==> src/inc/cw_access_pkg.sv <==
// constants shared by the control word access block
package cw_access_pkg;
  // ----------------------------------------------------------------
  // frame geometry
  // ----------------------------------------------------------------
  localparam int WORD_W = 32;
  localparam int SEQ_W = 8;
  localparam int IDX_W = 8;
  localparam logic [SEQ_W-1:0] SEQ_FIRST = 8'h00;
  localparam logic [IDX_W-1:0] IDX_LAST = 8'hFF;
  // ----------------------------------------------------------------
  // build options
  // ----------------------------------------------------------------
  localparam int LAT_MAX = 9;
  localparam int LAT_DEFAULT = 0;
  localparam int LAT_BASE = 1;
  localparam int LAT_CNT_W = 4;
  localparam int FIFO_DEPTH = 32;
  // ----------------------------------------------------------------
  // reset values and address shift amounts
  // ----------------------------------------------------------------
  localparam logic [WORD_W-1:0] WORD_RST = 32'h0000_0000;
  localparam logic [IDX_W-1:0] IDX_RST = 8'h00;
  localparam logic [LAT_CNT_W-1:0] CNT_RST = 4'h0;
  localparam logic [1:0] ADDR_SHIFT_WORD = 2'h0;
  localparam logic [1:0] ADDR_SHIFT_BYTE = 2'h2;
  // word or byte addressing of the register port
  typedef enum logic {ADDR_WORD, ADDR_BYTE} addr_mode_t;
  // source that won the transmit control word slot
  typedef enum {SRC_NONE, SRC_STD, SRC_OVERRIDE} cw_src_t;
  // total write latency for an extra setting n
  function automatic logic [LAT_CNT_W-1:0] eff_lat(input int n);
    eff_lat = LAT_CNT_W'(LAT_BASE + n);
  endfunction
endpackage

==> src/rtl/cw_fifo.sv <==
// parameterised valid/ready fifo
`timescale 1ns/10ps
module cw_fifo #(
  parameter int WIDTH = 32,
  parameter int DEPTH = 32
) (
  // clock and reset
  input wire logic clk,
  input wire logic rst_n,
  // fill side
  input wire logic in_valid,
  output logic in_ready,
  input wire logic [WIDTH-1:0] in_data,
  // drain side
  output logic out_valid,
  input wire logic out_ready,
  output logic [WIDTH-1:0] out_data
);
  localparam int AW = $clog2(DEPTH);
  logic [WIDTH-1:0] mem [DEPTH];
  logic [AW-1:0] wr_q, rd_q;
  logic [AW:0] cnt_q;
  wire push = in_valid && in_ready;
  wire pop = out_valid && out_ready;
  // honest flags from the occupancy count
  assign in_ready = (cnt_q != (AW+1)'(DEPTH));
  assign out_valid = (cnt_q != '0);
  assign out_data = mem[rd_q];
  // storage has no reset, pointers do
  always_ff @(posedge clk) begin
    if (push) begin
      mem[wr_q] <= in_data;
    end
  end
  always_ff @(posedge clk) begin
    if (!rst_n) begin
      wr_q <= '0;
      rd_q <= '0;
      cnt_q <= '0;
    end else begin
      if (push) begin
        wr_q <= (wr_q == AW'(DEPTH-1)) ? '0 : wr_q + 1'b1;
      end
      if (pop) begin
        rd_q <= (rd_q == AW'(DEPTH-1)) ? '0 : rd_q + 1'b1;
      end
      cnt_q <= cnt_q + (AW+1)'(push) - (AW+1)'(pop);
    end
  end
endmodule

==> src/rtl/cw_access.sv <==
// aux/direct tx write timing and control word register access
`timescale 1ns/10ps
module cw_access
  import cw_access_pkg::*;
#(
  parameter addr_mode_t ADDR_MODE = ADDR_WORD,
  parameter int EXTRA_LAT = LAT_DEFAULT,
  parameter bit AUX_EN = 1'b0,
  parameter bit DIRECT_EN = 1'b1,
  parameter bit CW_ACCESS_EN = 1'b0
) (
  // clock and reset
  input wire logic clk,
  input wire logic rst_n,
  // frame position from the framer
  input wire logic [SEQ_W-1:0] frame_seq,
  input wire logic [IDX_W-1:0] hf_pos,
  // register port
  input wire logic [IDX_W+1:0] reg_addr,
  input wire logic [WORD_W-1:0] idx_wr,
  input wire logic idx_we,
  input wire logic [WORD_W-1:0] txcw_wr,
  input wire logic txcw_we,
  input wire logic txcw_en,
  // aux tx from user logic
  input wire logic aux_tx_valid,
  input wire logic [WORD_W-1:0] aux_tx_data,
  // direct tx from user logic
  input wire logic dir_tx_valid,
  input wire logic [WORD_W-1:0] dir_tx_data,
  // control word sources of lower priority
  input wire logic std_cw_valid,
  input wire logic [WORD_W-1:0] std_cw_data,
  // received frame stream
  input wire logic [WORD_W-1:0] rx_word,
  // frame out toward the line
  input wire logic tx_ready,
  // outputs
  output logic aux_seq_out,
  output logic dir_tx_ready,
  output logic [WORD_W-1:0] tx_cw_q,
  output logic tx_cw_valid_q,
  output logic [IDX_W-1:0] idx_q,
  output logic [WORD_W-1:0] rx_cw_q,
  output logic [WORD_W-1:0] tx_word_q,
  output logic tx_valid_q
);
  // ----------------------------------------------------------------
  // build-time derived settings
  // ----------------------------------------------------------------
  localparam int LAT_USED = DIRECT_EN ? EXTRA_LAT : LAT_DEFAULT;
  localparam logic [LAT_CNT_W-1:0] LAT_TOTAL = eff_lat(LAT_USED);
  localparam logic [1:0] ASHIFT =
    (ADDR_MODE == ADDR_BYTE) ? ADDR_SHIFT_BYTE : ADDR_SHIFT_WORD;

  // ----------------------------------------------------------------
  // write latency window
  // ----------------------------------------------------------------
  logic [LAT_CNT_W-1:0] lat_cnt_q, lat_cnt_d;
  logic lat_run_q, lat_run_d;
  logic dir_ready_q;
  wire seq_zero = (frame_seq == SEQ_FIRST);
  // the next count is the age of the next cycle, one for the cycle after seq zero
  assign lat_cnt_d = seq_zero ? LAT_CNT_W'(LAT_BASE) : lat_cnt_q + 1'b1;
  // ready is a flop, so it is set on the edge that opens the 1+N'th cycle
  wire lat_hit = (seq_zero || lat_run_q) && (lat_cnt_d == LAT_TOTAL);
  // hit wins over seq zero, else a zero setting would leave the window open
  assign lat_run_d = lat_hit ? 1'b0 : (seq_zero ? 1'b1 : lat_run_q);
  always_ff @(posedge clk) begin
    if (!rst_n) begin
      lat_cnt_q <= CNT_RST;
      lat_run_q <= 1'b0;
      dir_ready_q <= 1'b0;
    end else begin
      lat_cnt_q <= lat_cnt_d;
      lat_run_q <= lat_run_d;
      dir_ready_q <= DIRECT_EN && lat_hit;
    end
  end
  assign dir_tx_ready = dir_ready_q;
  assign aux_seq_out = lat_run_q;

  // ----------------------------------------------------------------
  // control word registers
  // ----------------------------------------------------------------
  logic [IDX_W-1:0] idx_d;
  logic [WORD_W-1:0] txcw_q;
  logic txcw_on_q;
  logic [IDX_W-1:0] reg_word;
  // byte mode drops the two lane bits before decode
  assign reg_word = IDX_W'(reg_addr >> ASHIFT);
  assign idx_d = idx_we ? idx_wr[IDX_W-1:0] : idx_q;
  always_ff @(posedge clk) begin
    if (!rst_n) begin
      idx_q <= IDX_RST;
      txcw_q <= WORD_RST;
      txcw_on_q <= 1'b0;
    end else begin
      idx_q <= idx_d;
      if (txcw_we) begin
        txcw_q <= txcw_wr;
      end
      txcw_on_q <= CW_ACCESS_EN && txcw_en;
    end
  end
  wire at_index = (hf_pos == idx_q);
  // rx capture at the selected position
  always_ff @(posedge clk) begin
    if (!rst_n) begin
      rx_cw_q <= WORD_RST;
    end else if (CW_ACCESS_EN && at_index) begin
      rx_cw_q <= rx_word;
    end
  end

  // ----------------------------------------------------------------
  // transmit control word arbitration
  // ----------------------------------------------------------------
  wire ovr_hit = txcw_on_q && at_index;
  // register override first, every other source after it
  wire [WORD_W-1:0] cw_sel = ovr_hit ? txcw_q : std_cw_data;
  wire cw_sel_v = ovr_hit || std_cw_valid;
  always_ff @(posedge clk) begin
    if (!rst_n) begin
      tx_cw_q <= WORD_RST;
      tx_cw_valid_q <= 1'b0;
    end else begin
      tx_cw_q <= cw_sel;
      tx_cw_valid_q <= cw_sel_v;
    end
  end

  // ----------------------------------------------------------------
  // data path through the fifo
  // ----------------------------------------------------------------
  wire aux_take = AUX_EN && aux_tx_valid;
  wire dir_take = dir_ready_q && dir_tx_valid;
  wire [WORD_W-1:0] in_word = aux_take ? aux_tx_data : dir_tx_data;
  logic f_in_ready, f_out_valid;
  logic [WORD_W-1:0] f_out_data;
  wire f_pop = f_out_valid && tx_ready;
  cw_fifo #(.WIDTH(WORD_W), .DEPTH(FIFO_DEPTH)) u_fifo (
    .clk(clk),
    .rst_n(rst_n),
    .in_valid((aux_take || dir_take) && f_in_ready),
    .in_ready(f_in_ready),
    .in_data(in_word),
    .out_valid(f_out_valid),
    .out_ready(tx_ready),
    .out_data(f_out_data)
  );
  // output stage; a full fifo drops user words, limitation of no backpressure on aux
  always_ff @(posedge clk) begin
    if (!rst_n) begin
      tx_word_q <= WORD_RST;
      tx_valid_q <= 1'b0;
    end else begin
      tx_valid_q <= f_pop;
      if (f_pop) begin
        tx_word_q <= f_out_data;
      end
    end
  end
endmodule

==> config.mk <==
export PLATFORM = sky130hd
export DESIGN_NAME = cw_access
export DESIGN_NICKNAME = d
export VERILOG_FILES = /design/src/inc/cw_access_pkg.sv /design/src/rtl/cw_fifo.sv /design/src/rtl/cw_access.sv
export SDC_FILE = /design/constraint.sdc
export NUM_CORES = 1
export LEC_CHECK = 0
export ABC_AREA = 1
export BUFFER_PORTS_ARGS = -buffer_cell sky130_fd_sc_hd__buf_2
export CAP_MARGIN = 20
export CORE_MARGIN = 10
export CORE_UTILIZATION = 30
export CTS_BUF_LIST = sky130_fd_sc_hd__clkbuf_4
export CTS_CLUSTER_SIZE = 24
export DETAILED_ROUTE_END_ITERATION = 12
export GPL_TIMING_DRIVEN = 0
export SLEW_MARGIN = 30
export SYNTH_ARGS = -nofsm -noshare
export SYNTH_HDL_FRONTEND = slang
export SYNTH_SLANG_ARGS = --single-unit
==> constraint.sdc <==
create_clock -name clk -period 5.05 [get_ports clk]
set_input_delay 0.2525 -clock clk [delete_from_list [all_inputs] [get_ports clk]]
set_output_delay 0.2525 -clock clk [all_outputs]
set_load 0.005 [all_outputs]
==> impl_metrics.ini <==
[yosys]
synth_top_area_share_pct = 67.53
netlist_area_um2 = 45540
synthFlopType = edfxtp_1
yosys_warnings = 0
synth_xor_area_share_pct = 0.03847
synth_edf_count = 1024
synth.mux.area_fraction_pct = 0
synth_compound_area_share_pct = 1.214
yosysSeqAreaShare_pct = 71.75
synth.distinct_cells = 28
synth.area.top_cells = edfxtp_1, nand2_1, nand3_1
synth_area_leader_cell = edfxtp_1
syn_area_per_cell_um2 = 11.21
syn_inst = 4062
synthSimpleGateAreaFrac_pct = 21.19
synth_top_family_by_area = simple AND/OR/NAND/NOR gates
synth_fa_ha_area_share_pct = 0.5111
ys_ff_latch = 1120
async_flop_share_pct = 0

[detailed_routing]
ant_nets = 0
drt-total-wl_um = 145600
wl_per_cell_um = 20.79
drc_errors = 0
num_vias = 33200
firstDrtPassIters = 6
initialDrtViolationCount = 3183
routed_via_density = 4.740

[final_layout]
multi_input_area_um2 = 10810
seqCellArea_um2 = 32670
drive_above_1_share_pct = 18.08
syn2layout_area_growth_pct = 22.04
final_nets = 5022
nFillCells = 14660

[cts]
insertion_delay_ps = 1180
numCtsBuffers = 301
post_cts_buffers = 0
cts_tree = done
htreeDepth = 5
clockBufferDepth = 4
clock-sinks = 1120
cts_resized = 0
path_clk_slew_ps = 60
cts-root-buf = clkbuf_4
cts_hold_repair.buffers = 172

[setup_path]
cp_max_fo = 10
slowest_stage = clkbuf_1
critPathLaunchType = register
cp_cell_sequence = inv_1, ha_1, nand4_1, nand2_1, inv_2, clkbuf_1, ha_1, inv_1, ha_1, inv_1, fa_1, nor2_1, o21ai_0, nand2_1, o21ai_0, a21oi_1
critical_path_buf_inv_count = 5
cp.arrival_ps = 4570
worstSetupPathType = register to register
crit_family = adder cells
cp-end-kind = register
cpPeakStageDelay_ps = 630
cp.required_ps = 6100

[sta]
finalHoldViolCount = 0
rsz0062_at_grt = no
fin_crit_sh_pct = 69.74
slew_violations = 0
slew_headroom_pct = 28.57
max_freq_mhz = 283.9
setup-violations-final = 0
worstMarginPinSlew_ps = 1069
setup_tns_ps = 0
clock_skew_ps = 107.0
holdWs_ps = 185.1
fin_crit_ps = 3522

[floorplanning]
rows = 142
ios = 335
die_area_um2 = 167800
start_util_pct = 30.30
core_area_um2 = 150300
fp.dieH_um = 409.6
dieWidth_um = 409.6

[place]
port_buffers = 160
gp_congestion = 0.8901
hpwl_um = 97910

[run_status]
status = finished clean

[grt]
grt_pass1_vias = 32860
grt_max_degree = 33
grt_usage_pct = 16.64
gr-total-overflow = 0
antenna_found_initial = 17
grt_first_pass_wirelength_um = 209000

[power]
power_leakage_uw = 0.02174
peakVddDrop_mv = 0.2292
powerDensity_nw_per_um2 = 414.9

[hold_path]
worstHoldPathType = input pin to register

[flow_run]
max_cap_viol_count = 0
area by class of cell:
type	instances	share of cell area (%)
Clock buffer	439	5.930
Inverter	258	1.743
Timing Repair Buffer	381	6.275
Antenna cell	11	0.04953
Sequential cell	1120	58.79
Clock inverter	64	0.6394
Buffer	266	2.591
Multi-Input combinational cell	2449	19.44
Tap cell	2016	4.539
synth_stat cells, types with 3 or more instances:
cell type,n
buf_1,12
nor3_1,6
clkbuf_1,58
o21ai_0,16
inv_2,3
nor2_1,199
o211ai_1,33
ha_1,17
a21oi_1,42
edfxtp_1,1024
nand2_1,1346
nand4_1,36
nand3_1,713
buf_2,134
buf_6,9
buf_4,52
inv_1,254
dfxtp_1,96
registers in the layout (all words and copies together) (netlist names), 4 cells and up:
| register | flops |
|---|---|
| u_fifo.mem | 1024 |
| u_fifo.cnt_q | 6 |
| tx_word_q | 32 |
| idx_q | 8 |
| u_fifo.rd_q | 5 |
| u_fifo.wr_q | 5 |
| tx_cw_q | 32 |
| lat_cnt_q | 4 |
power by group:
group	internal (uW)	switching (uW)
sequential	10200	176
clock	4160	3660
combinational	1350	3470
total	15700	7310
routing by layer:
metal | track usage, % | share of wire [%] | vias up
met5 | 0 | 0.0076 | -
met2 | 27.49 | 48 | 1518
met1 | 20.40 | 39 | 16000
met4 | 7.092 | 3.6 | 2
met3 | 4.475 | 9.5 | 313
li1 | - | - | 15370
through the flow:
stage / setup slack [ps] / utilization (%) / cell area [um^2] / instances / total power, uW
6_report: 1528 / 36.97 / 55570 / 7004 / 23060
5_1_grt: 1352 / 36.97 / 55570 / 7003 / 24080
4_1_cts: 1590 / 36.95 / 55550 / 6993 / 23070
3_5_place_dp: 1620 / 33.38 / 50170 / 6318 / 15210
3_3_place_gp: -840.9 / 32.58 / 48980 / 6269 / 15150
2_1_floorplan: 1596 / - / 45650 / 4093 / 13140
worst paths after layout:
path / slack (ps) / startpoint / end / cells after the start
worst max register to register: 1530 / u_fifo.cnt_q[3] / u_fifo.cnt_q[4] / 16
worst min-delay path: 190 / frame_seq[4] / lat_cnt_q[0] / 7
worst min register to register: 500 / lat_cnt_q[0] / lat_cnt_q[0] / 1
worst max-delay path: 1530 / u_fifo.cnt_q[3] / u_fifo.cnt_q[4] / 16
worst register-to-register path: stages (launching register included):
cell      delay [ps]
dfxtp_1          350
inv_1             70
ha_1             210
nand4_1          120
nand2_1          250
inv_2            240
clkbuf_1         630
ha_1             360
inv_1             60
ha_1             150
inv_1             60
fa_1             440
nor2_1           120
o21ai_0           90
nand2_1           80
o21ai_0           80
a21oi_1          150
cell usage in the layout, fill, tap and decap left out, drive strengths merged:
| cell | n |
|---|---|
| a211oi | 2 |
| a21oi | 42 |
| buf | 417 |
| bufinv | 4 |
| clkbuf | 497 |
| clkinv | 56 |
| conb | 32 |
| dfxtp | 96 |
| diode | 11 |
| dlygate4sd3 | 172 |
| edfxtp | 1024 |
| fa | 1 |
| ha | 17 |
| inv | 262 |
| nand2 | 1347 |
| nand3 | 713 |
| nand4 | 36 |
| nor2 | 200 |
| nor3 | 6 |
| nor3b | 1 |
| o211ai | 33 |
| o21ai | 16 |
| or2 | 1 |
| xor2 | 2 |
kinds of logic after synthesis:
group                    count (synthesis)
adder cells (fa/ha/maj)                 18
XOR/XNOR                                 2
flip-flops                            1120
buffers and inverters                  524
AO/OA/AOI/OAI                           93
AND/OR/NAND/NOR                       2304
other                                    1
No activity file was read; power rests on OpenSTA's default activity.
